**src/hdl/charge_pkg.sv**
```systemverilog
// constants shared by the charge supervisor design
package charge_pkg;

  // ==========================================================
  // clock and timebase
  localparam int unsigned CLK_HZ          = 25_000_000;
  localparam int unsigned FLASH_HZ        = 1;
  // half period of the 1 Hz, 50% duty flash pattern in clk_sys cycles
  localparam int unsigned FLASH_HALF_CYC  = CLK_HZ / (FLASH_HZ * 2);
  localparam int unsigned TICK_HZ         = 1;
  localparam int unsigned TICK_CYC        = CLK_HZ / TICK_HZ;

  // ==========================================================
  // safety timer periods in seconds
  localparam int unsigned PRECON_S        = 3600;
  localparam int unsigned FAST_S          = 5400;
  localparam int unsigned TERM_S          = 10800;

  // ==========================================================
  // apb register map (byte addresses)
  localparam logic [7:0] ADDR_CTRL        = 8'h00;
  localparam logic [7:0] ADDR_STATUS      = 8'h04;
  localparam logic [7:0] ADDR_IRQ_STAT    = 8'h08;
  localparam logic [7:0] ADDR_IRQ_MASK    = 8'h0C;

  // ctrl fields
  localparam int unsigned CTRL_ENABLE_BIT = 0;
  localparam int unsigned CTRL_VSEL_BIT   = 1;
  localparam logic [1:0]  CTRL_RESET_VAL  = 2'h1;

  // irq fields
  localparam int unsigned IRQ_W           = 4;
  localparam int unsigned IRQ_DONE_BIT    = 0;
  localparam int unsigned IRQ_FAULT_BIT   = 1;
  localparam int unsigned IRQ_TEMP_BIT    = 2;
  localparam int unsigned IRQ_PHASE_BIT   = 3;
  localparam logic [3:0]  IRQ_MASK_RESET  = 4'h0;

  // ==========================================================
  // charge phases
  typedef enum logic [2:0] {
    PH_OFF,
    PH_QUAL,
    PH_PRECON,
    PH_CC,
    PH_CV,
    PH_DONE,
    PH_FAULT
  } phase_e;

endpackage

```
**src/hdl/safety_timer.sv**
```systemverilog
// one-second-tick safety timer with clear and expiry flag
`timescale 1ns/10ps
module safety_timer (
  // clock and reset
  input  wire logic        clk_sys,
  input  wire logic        rst,
  // control
  input  wire logic        tick,
  input  wire logic        run,
  input  wire logic        clear,
  input  wire logic [15:0] limit,
  // status
  output logic             expired
);

  logic [15:0] count_reg;
  logic [15:0] count_next;

  // clear wins; count only on ticks while running, saturate at limit
  assign count_next = clear ? 16'h0000 :
                      (run && tick && (count_reg != limit)) ? count_reg + 16'h0001 :
                      count_reg;

  // counter state
  always_ff @(posedge clk_sys or posedge rst) begin
    if (rst) begin
      count_reg <= 16'h0000;
    end else begin
      count_reg <= count_next;
    end
  end

  assign expired = (count_reg == limit) && !clear;

endmodule

```
**src/hdl/charge_state_supervisor.sv**
```systemverilog
// charge sequencer with status outputs, safety timers and apb registers
// Function
// - condition output on when powered, enabled, normal
// - fault: charge output off, condition flashes
// - fault latched until supply or enable cycle
// - temperature invalid holds or suspends charge
// - charge resumes automatically once temperature valid
// - select low 4.1V, high 4.2V; the CTRL vsel bit, when set, forces vreg_high even with select low
// - enable low disables and terminates charge
// - enable rising edge starts new cycle
// - undervoltage halts all charging, low power
// - precondition, then constant current, then voltage
// - charge output on while charging, flashes done
// - precondition timer from qualification; expiry ends charge
//
// Local design decisions: the address map and the APB slave port.
`timescale 1ns/10ps
module charge_state_supervisor (
  // clock and reset
  input  wire logic        clk_sys,
  input  wire logic        rst,
  // apb slave
  input  wire logic        psel,
  input  wire logic        penable,
  input  wire logic        pwrite,
  input  wire logic [7:0]  paddr,
  input  wire logic [31:0] pwdata,
  output logic             pready,
  output logic [31:0]      prdata,
  output logic             pslverr,
  // supply and control pins
  input  wire logic        supply_ok,
  input  wire logic        enable_in,
  input  wire logic        regulation_voltage_select,
  // analog comparator results
  input  wire logic        cell_temp_sense_in,
  input  wire logic        cell_above_precon,
  input  wire logic        cell_at_regulation,
  input  wire logic        current_below_term,
  input  wire logic        cell_fault_in,
  // regulation loop controls
  output logic             charge_on,
  output logic             precon_mode,
  output logic             cv_mode,
  output logic             vreg_high,
  output logic             low_power,
  // open-drain status pins
  input  wire logic        charge_indicator_in,
  output logic             charge_indicator_out,
  output logic             charge_indicator_oe,
  input  wire logic        condition_indicator_in,
  output logic             condition_indicator_out,
  output logic             condition_indicator_oe,
  // interrupt
  output logic             irq
);

  // ==========================================================
  // enable logic and edge detection

  logic        sw_en_reg;
  logic        sw_vsel_reg;
  logic        en_reg;
  logic        powered_reg;
  logic        en_all;
  logic        en_rise;
  logic        supply_rise;
  logic        restart;

  // enabled only when pin, software enable and supply all agree
  assign en_all      = enable_in && sw_en_reg && supply_ok;
  assign en_rise     = en_all && !en_reg;
  assign supply_rise = supply_ok && !powered_reg;
  assign restart     = en_rise || supply_rise;

  // previous levels for edge detection
  always_ff @(posedge clk_sys or posedge rst) begin
    if (rst) begin
      en_reg      <= 1'b0;
      powered_reg <= 1'b0;
    end else begin
      en_reg      <= en_all;
      powered_reg <= supply_ok;
    end
  end

  // ==========================================================
  // timebase: one-second tick and flash phase

  logic [24:0] tick_cnt_reg;
  logic [24:0] flash_cnt_reg;
  logic        flash_reg;
  logic        tick;
  logic        flash_wrap;

  // terminal count of a divider that wraps every period cycles
  function automatic int unsigned last_count(input int unsigned period);
    return period - 1;
  endfunction

  assign tick       = (tick_cnt_reg == 25'(last_count(charge_pkg::TICK_CYC)));
  assign flash_wrap = (flash_cnt_reg == 25'(last_count(charge_pkg::FLASH_HALF_CYC)));

  // flash phase toggles only on clock edges so it cannot glitch
  always_ff @(posedge clk_sys or posedge rst) begin
    if (rst) begin
      tick_cnt_reg  <= 25'h0000000;
      flash_cnt_reg <= 25'h0000000;
      flash_reg     <= 1'b0;
    end else begin
      tick_cnt_reg  <= tick ? 25'h0000000 : tick_cnt_reg + 25'h0000001;
      flash_cnt_reg <= flash_wrap ? 25'h0000000 : flash_cnt_reg + 25'h0000001;
      if (flash_wrap) begin
        flash_reg <= !flash_reg;
      end
    end
  end

  // ==========================================================
  // phase machine

  charge_pkg::phase_e phase_reg;
  charge_pkg::phase_e phase_next;
  logic               temp_ok;
  logic               pre_exp;
  logic               fast_exp;
  logic               term_exp;
  logic               clr_pre;
  logic               clr_fast;
  logic               clr_term;

  // outside window just pauses; timers hold their count meanwhile
  assign temp_ok = cell_temp_sense_in;

  // next phase selection
  always_comb begin
    phase_next = phase_reg;
    if (!supply_ok || !en_all) begin
      phase_next = charge_pkg::PH_OFF;
    end else if (restart) begin
      phase_next = charge_pkg::PH_QUAL;
    end else begin
      case (phase_reg)
        charge_pkg::PH_OFF: begin
          phase_next = charge_pkg::PH_QUAL;
        end
        charge_pkg::PH_QUAL: begin
          if (cell_fault_in) begin
            phase_next = charge_pkg::PH_FAULT;
          end else if (temp_ok) begin
            phase_next = charge_pkg::PH_PRECON;
          end
        end
        charge_pkg::PH_PRECON: begin
          if (pre_exp || cell_fault_in) begin
            phase_next = charge_pkg::PH_FAULT;
          end else if (temp_ok && cell_above_precon) begin
            phase_next = charge_pkg::PH_CC;
          end
        end
        charge_pkg::PH_CC: begin
          if (fast_exp || term_exp || cell_fault_in) begin
            phase_next = charge_pkg::PH_FAULT;
          end else if (temp_ok && cell_at_regulation) begin
            phase_next = charge_pkg::PH_CV;
          end
        end
        charge_pkg::PH_CV: begin
          if (term_exp || (temp_ok && current_below_term)) begin
            phase_next = charge_pkg::PH_DONE;
          end else if (cell_fault_in) begin
            phase_next = charge_pkg::PH_FAULT;
          end
        end
        charge_pkg::PH_DONE: begin
          phase_next = charge_pkg::PH_DONE;
        end
        charge_pkg::PH_FAULT: begin
          phase_next = charge_pkg::PH_FAULT;
        end
        default: begin
          phase_next = charge_pkg::PH_OFF;
        end
      endcase
    end
  end

  // phase register
  always_ff @(posedge clk_sys or posedge rst) begin
    if (rst) begin
      phase_reg <= charge_pkg::PH_OFF;
    end else begin
      phase_reg <= phase_next;
    end
  end

  // ==========================================================
  // safety timers: count only while charging and temperature valid

  logic in_pre;
  logic in_fast;
  logic in_charge;

  assign in_pre    = (phase_reg == charge_pkg::PH_PRECON);
  assign in_fast   = (phase_reg == charge_pkg::PH_CC);
  assign in_charge = in_fast || (phase_reg == charge_pkg::PH_CV);
  assign clr_pre   = !in_pre;
  assign clr_fast  = !in_fast;
  assign clr_term  = !in_charge;

  safety_timer u_pre (
    .clk_sys (clk_sys),
    .rst     (rst),
    .tick    (tick),
    .run     (temp_ok),
    .clear   (clr_pre),
    .limit   (16'(charge_pkg::PRECON_S)),
    .expired (pre_exp)
  );

  safety_timer u_fast (
    .clk_sys (clk_sys),
    .rst     (rst),
    .tick    (tick),
    .run     (temp_ok),
    .clear   (clr_fast),
    .limit   (16'(charge_pkg::FAST_S)),
    .expired (fast_exp)
  );

  safety_timer u_term (
    .clk_sys (clk_sys),
    .rst     (rst),
    .tick    (tick),
    .run     (temp_ok),
    .clear   (clr_term),
    .limit   (16'(charge_pkg::TERM_S)),
    .expired (term_exp)
  );

  // ==========================================================
  // regulation controls and status pins

  logic charging;
  logic is_fault;
  logic is_done;
  logic charge_indicator_out_on;
  logic condition_indicator_out_on;
  logic charge_indicator_out_reg;
  logic condition_indicator_out_reg;
  logic ctl_on_reg;
  logic ctl_pre_reg;
  logic ctl_cv_reg;
  logic vreg_reg;

  assign charging = (phase_reg == charge_pkg::PH_PRECON) || in_charge;
  assign is_fault = (phase_reg == charge_pkg::PH_FAULT);
  assign is_done  = (phase_reg == charge_pkg::PH_DONE);
  // charge output: on while charging and temp valid, flashes when done
  assign charge_indicator_out_on = (charging && temp_ok) || (is_done && flash_reg);
  // condition output: steady when normal, flashes on fault or bad temp;
  // bad temp counts in qualification too, since it blocks the start
  assign condition_indicator_out_on = (is_fault || (en_all && !temp_ok)) ? flash_reg :
                    (supply_ok && en_all);

  // outputs registered except low_power; halt everything below undervoltage
  always_ff @(posedge clk_sys or posedge rst) begin
    if (rst) begin
      charge_indicator_out_reg   <= 1'b0;
      condition_indicator_out_reg   <= 1'b0;
      ctl_on_reg  <= 1'b0;
      ctl_pre_reg <= 1'b0;
      ctl_cv_reg  <= 1'b0;
      vreg_reg    <= 1'b0;
    end else begin
      charge_indicator_out_reg   <= charge_indicator_out_on;
      condition_indicator_out_reg   <= condition_indicator_out_on;
      ctl_on_reg  <= charging && temp_ok && supply_ok && en_all;
      ctl_pre_reg <= in_pre;
      ctl_cv_reg  <= (phase_reg == charge_pkg::PH_CV);
      vreg_reg    <= regulation_voltage_select || sw_vsel_reg;
    end
  end

  assign charge_on               = ctl_on_reg;
  assign precon_mode             = ctl_pre_reg;
  assign cv_mode                 = ctl_cv_reg;
  assign vreg_high               = vreg_reg;
  assign low_power               = !supply_ok || !en_all;
  // open drain: pin pulled low while on, released otherwise
  assign charge_indicator_out    = 1'b0;
  assign charge_indicator_oe     = charge_indicator_out_reg;
  assign condition_indicator_out = 1'b0;
  assign condition_indicator_oe  = condition_indicator_out_reg;

  // ==========================================================
  // interrupts

  logic [3:0] irq_stat_reg;
  logic [3:0] irq_mask_reg;
  logic [3:0] irq_evt;
  logic [3:0] irq_clr;
  logic       temp_bad_reg;

  assign irq_evt[charge_pkg::IRQ_DONE_BIT]  = !is_done && (phase_next == charge_pkg::PH_DONE);
  assign irq_evt[charge_pkg::IRQ_FAULT_BIT] = !is_fault && (phase_next == charge_pkg::PH_FAULT);
  assign irq_evt[charge_pkg::IRQ_TEMP_BIT]  = !temp_ok && !temp_bad_reg;
  assign irq_evt[charge_pkg::IRQ_PHASE_BIT] = (phase_next != phase_reg);
  assign irq = |(irq_stat_reg & irq_mask_reg);

  // ==========================================================
  // apb slave, zero wait states

  logic apb_wr;
  logic hit;

  assign apb_wr  = psel && penable && pwrite;
  assign hit     = (paddr == charge_pkg::ADDR_CTRL) || (paddr == charge_pkg::ADDR_STATUS) ||
                   (paddr == charge_pkg::ADDR_IRQ_STAT) || (paddr == charge_pkg::ADDR_IRQ_MASK);
  assign pready  = 1'b1;
  assign pslverr = psel && penable && !hit;
  // set beats clear so no event is lost
  assign irq_clr = (apb_wr && paddr == charge_pkg::ADDR_IRQ_STAT) ? pwdata[3:0] : 4'h0;

  // register writes and sticky flags
  always_ff @(posedge clk_sys or posedge rst) begin
    if (rst) begin
      sw_en_reg    <= charge_pkg::CTRL_RESET_VAL[charge_pkg::CTRL_ENABLE_BIT];
      sw_vsel_reg  <= charge_pkg::CTRL_RESET_VAL[charge_pkg::CTRL_VSEL_BIT];
      irq_mask_reg <= charge_pkg::IRQ_MASK_RESET;
      irq_stat_reg <= 4'h0;
      temp_bad_reg <= 1'b0;
    end else begin
      temp_bad_reg <= !temp_ok;
      irq_stat_reg <= (irq_stat_reg & ~irq_clr) | irq_evt;
      if (apb_wr && paddr == charge_pkg::ADDR_CTRL) begin
        sw_en_reg   <= pwdata[charge_pkg::CTRL_ENABLE_BIT];
        sw_vsel_reg <= pwdata[charge_pkg::CTRL_VSEL_BIT];
      end
      if (apb_wr && paddr == charge_pkg::ADDR_IRQ_MASK) begin
        irq_mask_reg <= pwdata[3:0];
      end
    end
  end

  // read mux, registered on the setup cycle
  logic [31:0] rd_next;
  assign rd_next = (paddr == charge_pkg::ADDR_CTRL)     ? {30'h0, sw_vsel_reg, sw_en_reg} :
                   (paddr == charge_pkg::ADDR_STATUS)   ? {22'h0, condition_indicator_in,
                                                           charge_indicator_in, vreg_reg,
                                                           !temp_ok, condition_indicator_out_reg, charge_indicator_out_reg, 1'b0,
                                                           phase_reg} :
                   (paddr == charge_pkg::ADDR_IRQ_STAT) ? {28'h0, irq_stat_reg} :
                   (paddr == charge_pkg::ADDR_IRQ_MASK) ? {28'h0, irq_mask_reg} :
                   32'h00000000;

  always_ff @(posedge clk_sys or posedge rst) begin
    if (rst) begin
      prdata <= 32'h00000000;
    end else if (psel && !penable) begin
      prdata <= rd_next;
    end
  end

endmodule

```
**config.mk**
```make
export PLATFORM = sky130hd
export DESIGN_NAME = charge_state_supervisor
export DESIGN_NICKNAME = d
export VERILOG_FILES = /design/src/hdl/charge_pkg.sv /design/src/hdl/safety_timer.sv /design/src/hdl/charge_state_supervisor.sv
export SDC_FILE = /design/constraint.sdc
export NUM_CORES = 1
export LEC_CHECK = 0
export BUFFER_PORTS_ARGS = -buffer_cell sky130_fd_sc_hd__buf_4
export CAP_MARGIN = 15
export CORE_ASPECT_RATIO = 1.25
export CORE_UTILIZATION = 45
export CTS_CLUSTER_DIAMETER = 200
export DETAILED_ROUTE_END_ITERATION = 10
export GPL_ROUTABILITY_DRIVEN = 0
export PLACE_DENSITY_LB_ADDON = 0.15
export REMOVE_ABC_BUFFERS = 1
export SETUP_SLACK_MARGIN = 0.5
export SLEW_MARGIN = 20
export SYNTH_ARGS = -nofsm -noshare
export SYNTH_HDL_FRONTEND = slang
export SYNTH_SLANG_ARGS = --single-unit
```
**constraint.sdc**
```tcl
create_clock -name clk_sys -period 10.2 [get_ports clk_sys]
set_input_delay 0.51 -clock clk_sys [delete_from_list [all_inputs] [get_ports clk_sys]]
set_output_delay 0.51 -clock clk_sys [all_outputs]
set_load 0.02 [all_outputs]
```
**After elaboration in Yosys (flattened, before gate mapping)**

Index checks and enable logic that the tools add are counted.

- Bits in registers: 153
- Logic and storage cells: 136
- Output and inout port bits: 44
- Input port bits: 55

- Eq/ne operators: 23
- Bitwise operators: 4
- Add/subtract/negate cells: 5
- Mux-type cells: 25
- Reductions and logical operators: 58

Operators by type and width:

| operator | count |
|---|---|
| 16-bit 2-to-1 mux | 6 |
| 25-bit by 1-bit adder with 25-bit output, second input constant | 2 |
| 25-bit 2-to-1 mux | 2 |
| 16-bit by 1-bit adder with 16-bit output, second input constant | 3 |
| 1-bit logical AND | 30 |
| 3-bit 2-to-1 mux | 10 |
| 25-bit by 24-bit == test with 1-bit output, second input constant | 1 |
| 25-bit == test, second input constant | 1 |
| 3-bit case mux with 7 select lines | 1 |
| 10-bit 2-to-1 mux | 2 |
| 16-bit by 12-bit == test with 1-bit output, second input constant | 1 |
| 16-bit by 13-bit == test with 1-bit output, second input constant | 1 |
| 16-bit by 14-bit == test with 1-bit output, second input constant | 1 |
| 8-bit by 4-bit == test with 1-bit output, second input constant | 2 |
| 16-bit by 12-bit inequality test with 1-bit output, second input constant | 1 |
| 16-bit by 13-bit inequality test with 1-bit output, second input constant | 1 |
| 16-bit by 14-bit inequality test with 1-bit output, second input constant | 1 |
| 3-bit == test, second input constant | 5 |
| 1-bit logical OR | 14 |
| 4-bit 2-to-1 mux | 3 |
| 1-bit zero test | 11 |
| 4-bit bitwise AND | 2 |
| 8-bit by 3-bit == test with 1-bit output, second input constant | 1 |
| 8-bit zero test | 1 |
| 9 further kinds | 12 |

**Logic depth before layout (Yosys ltp)**

Gate-level depths: netlist of run 1.

- Word-level depth: 12
- Mapped depth: 9
- Mapped depth without buffers: 8

**Modules after synthesis**

Synthesis of run 1 repeated with hierarchy kept, for this count alone.

- Cell total of the unflattened synthesis: 837
- Area total of the unflattened synthesis: 7,877.6 µm²

By module, submodules not included:

| module | seq. area each (µm²) | area an instance (µm²) | cells an instance | instances |
|---|---|---|---|---|
| charge_state_supervisor | 2,078.2 | 4,161.5 | 414 | 1 |
| safety_timer | 400.4 | 1,238.7 | 141 | 3 |

**Worst setup path after synthesis of run 1**

No wires, ideal clock.

- Path type: register to register
- From: reg sw_en_reg
- To: reg irq_stat_reg[3]
- Required time: 10.074 ns
- Data arrival time: 1.991 ns
- Library setup time: 0.126 ns
- Slack: 8.082 ns
- Cell stages (with the launch flop): 8
- Period minus slack after synthesis: 2.118 ns
- Buffers on the path: 0
- Cell sequence: dfstp_2 > nand3_1 > inv_1 > nand3_1 > a221o_1 > a21oi_1 > o311ai_0 > a311o_1

- Elaborated cells on any way between the ends: 10
- Classes of those cells: eq/ne (1); mux (2); bitwise (1); reduce/logical (6)

RTL lines:

| item | RTL line | RTL |
|---|---|---|
| from (decl) | charge_state_supervisor.sv:61 | `logic sw_en_reg;` |
| from (signal assigned) | charge_state_supervisor.sv:328 | `sw_en_reg <= charge_pkg::CTRL_RESET_VAL[charge_pkg::CTRL_ENABLE_BIT];` |
| from (signal assigned) | charge_state_supervisor.sv:337 | `sw_en_reg <= pwdata[charge_pkg::CTRL_ENABLE_BIT];` |
| 1-bit logical AND (2 in series) | charge_state_supervisor.sv:71 | `assign en_all = enable_in && sw_en_reg && supply_ok;` |
| 1-bit zero test | n/a |  |
| 1-bit logical OR | n/a |  |
| via low_power | charge_state_supervisor.sv:46 | `output logic low_power,` |
| 3-bit 2-to-1 mux | charge_state_supervisor.sv:138 | `if (!supply_ok \|\| !en_all) begin` |
| 3-bit inequality test | charge_state_supervisor.sv:308 | `assign irq_evt[charge_pkg::IRQ_PHASE_BIT] = (phase_next != phase_reg);` |
| 4-bit OR | charge_state_supervisor.sv:335 | `irq_stat_reg <= (irq_stat_reg & ~irq_clr) \| irq_evt;` |
| to (signal assigned) | charge_state_supervisor.sv:335 |  |
| to (decl) | charge_state_supervisor.sv:299 | `logic [3:0] irq_stat_reg;` |

The timed path passes the listed nets, and every way through them passes these cells.
A chain may end at the register's enable or synchronous reset.

**Worst setup path in the final report of run 1**

- From: reg phase_reg[1]
- To: reg irq_stat_reg[1]

- Longest elaborated chain between the ends: 12
- Elaborated cells on any way between the ends: 30
- Classes of those cells: eq/ne (7); mux (11); bitwise (1); reduce/logical (11)

Ends and longest elaborated chain:

| item | RTL line | RTL |
|---|---|---|
| from (decl) | charge_state_supervisor.sv:122 | `charge_pkg::phase_e phase_reg;` |
| from (signal assigned) | charge_state_supervisor.sv:191 | `phase_reg <= charge_pkg::PH_OFF;` |
| from (signal assigned) | charge_state_supervisor.sv:193 | `phase_reg <= phase_next;` |
| 3-bit by 2-bit == test with 1-bit output or 3-bit == test (tied branches) | charge_state_supervisor.sv:143, charge_state_supervisor.sv:205, charge_state_supervisor.sv:206 |  |
| 1-bit logical OR | charge_state_supervisor.sv:206 | `assign in_charge = in_fast \|\| (phase_reg == charge_pkg::PH_CV);` |
| 1-bit logical AND | safety_timer.sv:33 | `assign expired = (count_reg == limit) && !clear;` |
| 1-bit logical OR (2 in series) | charge_state_supervisor.sv:162 | `if (fast_exp \|\| term_exp \|\| cell_fault_in) begin` |
| 3-bit 2-to-1 mux | charge_state_supervisor.sv:162 |  |
| 3-bit case mux with 7 select lines | charge_state_supervisor.sv:143 | `case (phase_reg)` |
| 3-bit 2-to-1 mux | charge_state_supervisor.sv:140 | `end else if (restart) begin` |
| 3-bit 2-to-1 mux | charge_state_supervisor.sv:138 |  |
| 3-bit == test | charge_state_supervisor.sv:306 | `assign irq_evt[charge_pkg::IRQ_FAULT_BIT] = !is_fault && (phase_next == charge_pkg::PH_FAULT);` |
| 1-bit logical AND * | charge_state_supervisor.sv:306 |  |
| 4-bit OR * | charge_state_supervisor.sv:335 |  |

Every way passes the cells marked *; elsewhere a longest branch is shown, timed or not.

==> reports/qor.yml, run 1 <==
post-route-min-period_ps: 2660
synth_edf_count: 0
synth.avg_cell_area_um2: 9.83
grt_start_max_net_pins: 91
ys_ff_latch: 131
slew_viol_final: 0
total_routing_resource_utilization_after_global_routing: 0.192
layout_worst_path_cycle_share: 0.261
clock_skew_ps: 7.42
floorplan.initialDensity: 0.460
min_path_type: "in2async"
synth-seq-area-share: 0.477
ctsRootBufferMaster: "sky130_fd_sc_hd__clkbuf_16"
post-cts-setup-buffer-count: 0
port_buffers: 45
fin_tns_setup_ps: 0
unrepaired_setup_endpoints_after_global_routing: "no"
outcome: "finished, final reports clean"
final_net_count: 807
detail-route-antenna-nets: 0
maxCapViolCount: 0
simple_gate_fraction_of_synth_area: 0.256
ys_types: 64
critPathLaunchType: "flip-flop"
chipHeight_um: 140
post_cts.resized_instances: 0
die_w_um: 113
layout-drive-gt1-share: 0.132
drtIter0Drc: 315
synth_top_family_by_area: "simple AND/OR/NAND/NOR gates"
timing.max_slew.rel_slack: 0.394
syn_to_final_growth_pct: 14.7
critPathMaxStageDelay_ps: 700
grt_antenna_before_repair: 0
netlist_area_um2: 6870
synth_top_area_share: 0.473
crit_path_frequent_cell: "sky130_fd_sc_hd__nor2_1"
leakage_nw: 3.51
synthTopCellsByArea: "sky130_fd_sc_hd__dfrtp_1 (47%), sky130_fd_sc_hd__xnor2_1 (6.1%), sky130_fd_sc_hd__nor2_1 (5.1%)"
finalCoreUtilization: 0.527
report.final.hold_viol_count: 0
drc_violations: 0
clock_latency_ps: 420
synth.mux.area_fraction: 0.0186
ios: 99
placementRows: 50
synth_top_area_cell: "sky130_fd_sc_hd__dfrtp_1"
clock.fmax_mhz: 375
critical_path.max_fanout: 19
synthCells: 699
wl_met3_um: 532
top_signal_layer_used: "met4"
critical_path_arrival_ps: 2950
cts-buffers-inserted: 17
worst_hold_slack_ps: 135
drt_first_pass_iters: 4
timing_worst_setup_path_type: "reg2reg"
synth.most_common_cell: "sky130_fd_sc_hd__dfrtp_1"
vdd_ir_drop_max_mv: 0.103
synth_warnings: 0
required_ps: 10490
routed_wire_length_per_instance_um: 14.9
number_of_buffers_on_the_longest_clock_path: 2
detail_route.wirelength.met1_um: 6090
ys_top_cells_by_count: "sky130_fd_sc_hd__dfrtp_1 (130), sky130_fd_sc_hd__nor2_1 (93), sky130_fd_sc_hd__nand2_1 (51)"
post_cts_hold_buffer_count: 0
num_antenna_cells: 0
worst_pin_slew_ps: 901
avgViaCountPerCell: 5.48
report.final.setup_viol: 0
numClockSinks: 131
place.detailed.hpwl_um: 9640
post_synth_xor_area_fraction: 0.110
power_density_over_the_cells_nw_per_um2: 150
crit_path_top_delay_cell: "sky130_fd_sc_hd__dfrtp_1"
crit_path_end_kind: "flip-flop"
grt_pass1_vias: 5091
cts_tree: "yes"
async_set_or_reset_flop_fraction_in_the_synthesized_netlist: 1.00
ys_dominant_reg_cell: "sky130_fd_sc_hd__dfrtp_1"
htreeDepth: 4
synth-adder-area-share: 0.0146
die_area_um2: 15800
clk_pin_slew_ps: 60
via_count: 5146
drt_wl_total_um: 14000
wl_met2_um: 7180
core_um2: 15000
global_route.overflow_total: 0
global_route_wire_length_before_repair_um: 24000
worst_path_cell_chain: "nor2_1, a21oi_4, nor2_1, or3b_1, a31oi_1, o21ai_0"
synth_compound_gate_area_share: 0.0645
totalPowerFinal_mw: 1.18
-- placed cells by master (no fill, tap or decap), types with 5 or more instances in the layout --
cell and n:
sky130_fd_sc_hd__a21oi_1 11, sky130_fd_sc_hd__a22o_1 9, sky130_fd_sc_hd__and3_1 20, sky130_fd_sc_hd__and4_1 5
sky130_fd_sc_hd__buf_4 47, sky130_fd_sc_hd__clkbuf_16 17, sky130_fd_sc_hd__conb_1 25, sky130_fd_sc_hd__dfrtp_1 130
sky130_fd_sc_hd__ha_1 8, sky130_fd_sc_hd__inv_1 28, sky130_fd_sc_hd__mux2i_1 6, sky130_fd_sc_hd__nand2_1 51
sky130_fd_sc_hd__nand3_1 43, sky130_fd_sc_hd__nand4_1 23, sky130_fd_sc_hd__nor2_1 92, sky130_fd_sc_hd__nor3_1 17
sky130_fd_sc_hd__nor3b_1 6, sky130_fd_sc_hd__nor4_1 15, sky130_fd_sc_hd__nor4bb_1 5, sky130_fd_sc_hd__o21ai_0 23
sky130_fd_sc_hd__or3_1 5, sky130_fd_sc_hd__xnor2_1 48, sky130_fd_sc_hd__xor2_1 38
-- power breakdown --
part	switching [mW]	internal (mW)	total (mW)
Sequential	0.000879	0.521	0.522
Combinational	0.0278	0.0101	0.0379
Clock	0.226	0.396	0.622
-- routing by layer --
layer  track usage  vias up
li1              -     2480
met1         0.234     2523
met2         0.324      125
met3        0.0407       18
met4        0.0905        0
met5             0        -
-- worst max-delay path, delay by kind of cell (launching register included) --
family / cells / cell delay [ps]
compound gates: 3 / 970
flops: 1 / 700
simple gates: 3 / 870
-- area by class of cell --
cell class	instances	area, µm²
Fill cell	1333	7070
Multi-Input combinational cell	517	3290
Sequential cell	131	3280
Clock buffer	19	453
Timing Repair Buffer	48	364
Tap cell	182	228
Clock inverter	13	159
Inverter	29	111
-- worst paths after layout --
kind	startpoint	end	slack [ps]	depth (start not counted)
worst max register to register	phase_reg[1]$_DFF_PP0_	irq_stat_reg[1]$_DFF_PP0_	7540	6
max in group asynchronous	rst	u_term.count_reg[4]$_DFFE_PP0P_	8880	3
worst min-delay path	rst	tick_cnt_reg[12]$_DFF_PP0_	140	2
min in group clk_sys	supply_ok	powered_reg$_DFF_PP0_	200	1
worst max-delay path	phase_reg[1]$_DFF_PP0_	irq_stat_reg[1]$_DFF_PP0_	7540	6
worst min register to register	temp_bad_reg$_DFF_PP0_	irq_stat_reg[2]$_DFF_PP0_	430	1
-- logic make-up after synthesis --
logic type,Yosys count
other,2
multiplexers,10
adder cells (fa/ha/maj),8
XOR/XNOR,86
buffers and inverters,74
AND/OR/NAND/NOR,322
AO/OA/AOI/OAI,66
flip-flops,131
-- metrics by stage --
| step | std cells | instance area (µm²) | setup WS [ps] |
|---|---|---|---|
| after floorplan | 677 | 6670 | 6190 |
| after global placement | 907 | 7260 | 7590 |
| after detailed placement | 907 | 7260 | 7600 |
| after CTS | 939 | 7870 | 7570 |
| after global routing | 939 | 7880 | 7370 |
| final | 939 | 7880 | 7540 |
(Power assumes the default switching activity.)
==> inputs of run 2 (changes only) <==
Clock period 10.2 ns to 2.15 ns, I/O delays scaled along.
==> reports/qor.yml, run 2 (same netlist as run 1, synthesis figures left out) <==
worst-r2r-cell-count: 7  # was 6
critical_path.max_fanout: 28  # was 19
place.detailed.hpwl_um: 10000  # was 9640 µm
numClockSinks: 131  # unchanged
worst_setup_slack_after_layout_ps: 147  # was 7540 ps
sw_frac_of_total: 0.216  # about the same
startpoint_of_the_most_critical_hold_path: "pwdata[3]"
clock_latency_ps: 420  # about the same
worstSetupEndpoint: "u_pre.count_reg[13]$_DFFE_PP0P_"  # was irq_stat_reg[1]$_DFF_PP0_
crit_path_top_delay_cell: "sky130_fd_sc_hd__dfrtp_1"  # unchanged
crit_buf_inv: 1  # was 0
chipHeight_um: 140  # unchanged
internal_power_mw: 4.35  # was 0.927 mW
clock.fmax_mhz: 499  # was 375 MHz
final_net_count: 902  # was 807
power.sequential.fraction: 0.446  # was 0.442
critPathLaunchType: "flip-flop"  # unchanged
placed_cells_incl_taps: 941  # was 907
layout.cells.most_common_list: "sky130_fd_sc_hd__dfrtp_1 (125), sky130_fd_sc_hd__buf_4 (114), sky130_fd_sc_hd__nor2_1 (72)"  # was sky130_fd_sc_hd__dfrtp_1 (130), sky130_fd_sc_hd__nor2_1 (92), sky130_fd_sc_hd__nand2_1 (51)
routed_wire_length_per_instance_um: 15.7  # was 14.9 µm
totalPowerFinal_mw: 5.55  # was 1.18 mW
grt_start_max_net_pins: 50  # was 91
required_ps: 2450  # was 10490 ps
clk_pin_slew_ps: 60  # about the same
drt_wl_total_um: 16300  # was 14000 µm
avgViaCountPerCell: 5.39  # was 5.48
final_common_cell: "sky130_fd_sc_hd__dfrtp_1"  # unchanged
post_layout_nonfiller_instances: 1033  # was 939
die_w_um: 113  # unchanged
post-route-min-period_ps: 2000  # was 2660 ps
port_buffers: 45  # unchanged
timing.max_slew.rel_slack: 0.583  # was 0.394
grt_pass1_vias: 5600  # was 5091
cts-buffers-inserted: 17  # unchanged
critPathMaxStageDelay_ps: 500  # was 700 ps
htreeDepth: 4  # unchanged
ios: 99  # unchanged
crit_path_end_kind: "flip-flop"  # unchanged
via_count: 5568  # was 5146
power.share.clock: 0.517  # was 0.526
drc_violations: 0  # unchanged
worst_pin_slew_ps: 624  # was 901 ps
min_path_type: "in2reg"  # was in2async
core_um2: 15000  # unchanged
leakage_nw: 4.22  # was 3.51 nW
worst_path_cell_chain: "nor4bb_1, and3_1, nand4bb_4, buf_12, nor4_2, xnor2_1, nor2_1"  # was nor2_1, a21oi_4, nor2_1, or3b_1, a31oi_1, o21ai_0
drtIter0Drc: 293  # was 315
number_of_buffers_on_the_longest_clock_path: 2  # unchanged
layout_worst_path_cycle_share: 0.932  # was 0.261
floorplan.initialDensity: 0.460  # unchanged
critical_path_arrival_ps: 2310  # was 2950 ps
maxCapViolCount: 0  # unchanged
critical_path_cell_count: 7  # was 6
global_route.overflow_total: 0  # unchanged
slew_viol_final: 0  # unchanged
power.net_switching_mw: 1.20  # was 0.255 mW
worst_hold_slack_ps: 25.0  # was 135 ps
power_density_over_the_cells_nw_per_um2: 598  # was 150 nW/µm²
num_antenna_cells: 0  # unchanged
cts_tree: "yes"  # unchanged
rrSetupSlack_ps: 150  # was 7540 ps
cp_top_family: "simple AND/OR/NAND/NOR gates"  # was compound AO/OA/AOI/OAI gates
launching_point_of_the_worst_reg2reg_path: "tick_cnt_reg[18]$_DFF_PP0_"  # was phase_reg[1]$_DFF_PP0_
layout-drive-gt1-share: 0.324  # was 0.132
timing_worst_setup_path_type: "reg2reg"  # unchanged
preCtsSetupSlack_ps: -33.1  # was 7600 ps
detail-route-antenna-nets: 0  # unchanged
global_route_wire_length_before_repair_um: 26800  # was 24000 µm
combPwrFrac: 0.037  # was 0.032
total_routing_resource_utilization_after_global_routing: 0.214  # was 0.192
report.final.hold_viol_count: 0  # unchanged
ctsRootBufferMaster: "sky130_fd_sc_hd__clkbuf_16"  # unchanged
die_area_um2: 15800  # unchanged
syn_to_final_growth_pct: 35.0  # was 14.7%
fin_tns_setup_ps: 0  # unchanged
outcome: "finished, final reports clean"  # unchanged
report.final.setup_viol: 0  # unchanged
vdd_ir_drop_max_mv: 0.522  # was 0.103 mV
drt_first_pass_iters: 5  # was 4
r2r-end: "u_pre.count_reg[13]$_DFFE_PP0P_"  # was irq_stat_reg[1]$_DFF_PP0_
worstSetupStartpoint: "tick_cnt_reg[18]$_DFF_PP0_"  # was phase_reg[1]$_DFF_PP0_
clock_skew_ps: 8.67  # was 7.42 ps
placementRows: 50  # unchanged
unrepaired_setup_endpoints_after_global_routing: "yes"  # was no
grt_antenna_before_repair: 0  # unchanged
[run 2: repair_timing]
action,CTS,global route
hold buffers,8,0
gates cloned,2,0
resized for setup,81,72
buffers inserted,37,14
pin swaps,41,37
endpoints found under the hold margin,51,0
setup endpoints to repair,92,92
[run 2: cell type report]
| class | instances | area [µm²] |
|---|---|---|
| Fill cell | 1188 | 5680 |
| Multi-Input combinational cell | 517 | 3860 |
| Sequential cell | 131 | 3290 |
| Timing Repair Buffer | 143 | 1210 |
| Clock buffer | 22 | 484 |
| Tap cell | 182 | 228 |
| Inverter | 29 | 111 |
| Clock inverter | 9 | 104 |
[run 2: worst min-delay path by stage]
stage / slack, ps / end / depth (start not counted)
after floorplan: 140 / powered_reg$_DFF_PP0_ / 0
after detailed placement: 230 / tick_cnt_reg[0]$_DFF_PP0_ / 2
final: 30 / irq_mask_reg[3]$_DFFE_PP0P_ / 3
after global placement: 220 / tick_cnt_reg[0]$_DFF_PP0_ / 2
after global routing: 30 / irq_mask_reg[3]$_DFFE_PP0P_ / 3
after CTS: 10 / irq_mask_reg[3]$_DFFE_PP0P_ / 3
[run 2: per-stage QoR]
step / util / area, µm²
finish: 0.620 / 9280
global route: 0.620 / 9280
floorplan: - / 6670
CTS: 0.592 / 8850
detailed placement: 0.505 / 7550
global placement: 0.505 / 7550
[run 2: power by group through the flow]
stage | Clock [mW] | Combinational, mW | Sequential, mW
3_5_place_dp | 0 | 0.191 | 2.52
4_1_cts | 2.92 | 0.207 | 2.48
3_3_place_gp | 0 | 0.189 | 2.52
2_1_floorplan | 0 | 0.0995 | 2.52
6_report | 2.87 | 0.204 | 2.48
5_1_grt | 3.02 | 0.225 | 2.48
[run 2: worst reg2reg max path, delay by kind of cell, from the launching register on]
family	cells	cell delay, ps
xor gates and xnor gates	1	160
and+or+nand+nor	5	1020
buffers and inverters	1	210
DFF	1	500
[run 2: per-layer routing]
layer,routed length [µm],vias to the layer above,GRT usage
met5,0,-,0
met4,349,0,0.0898
met3,568,30,0.0476
met2,8470,127,0.371
met1,6870,2742,0.257
li1,-,2669,-
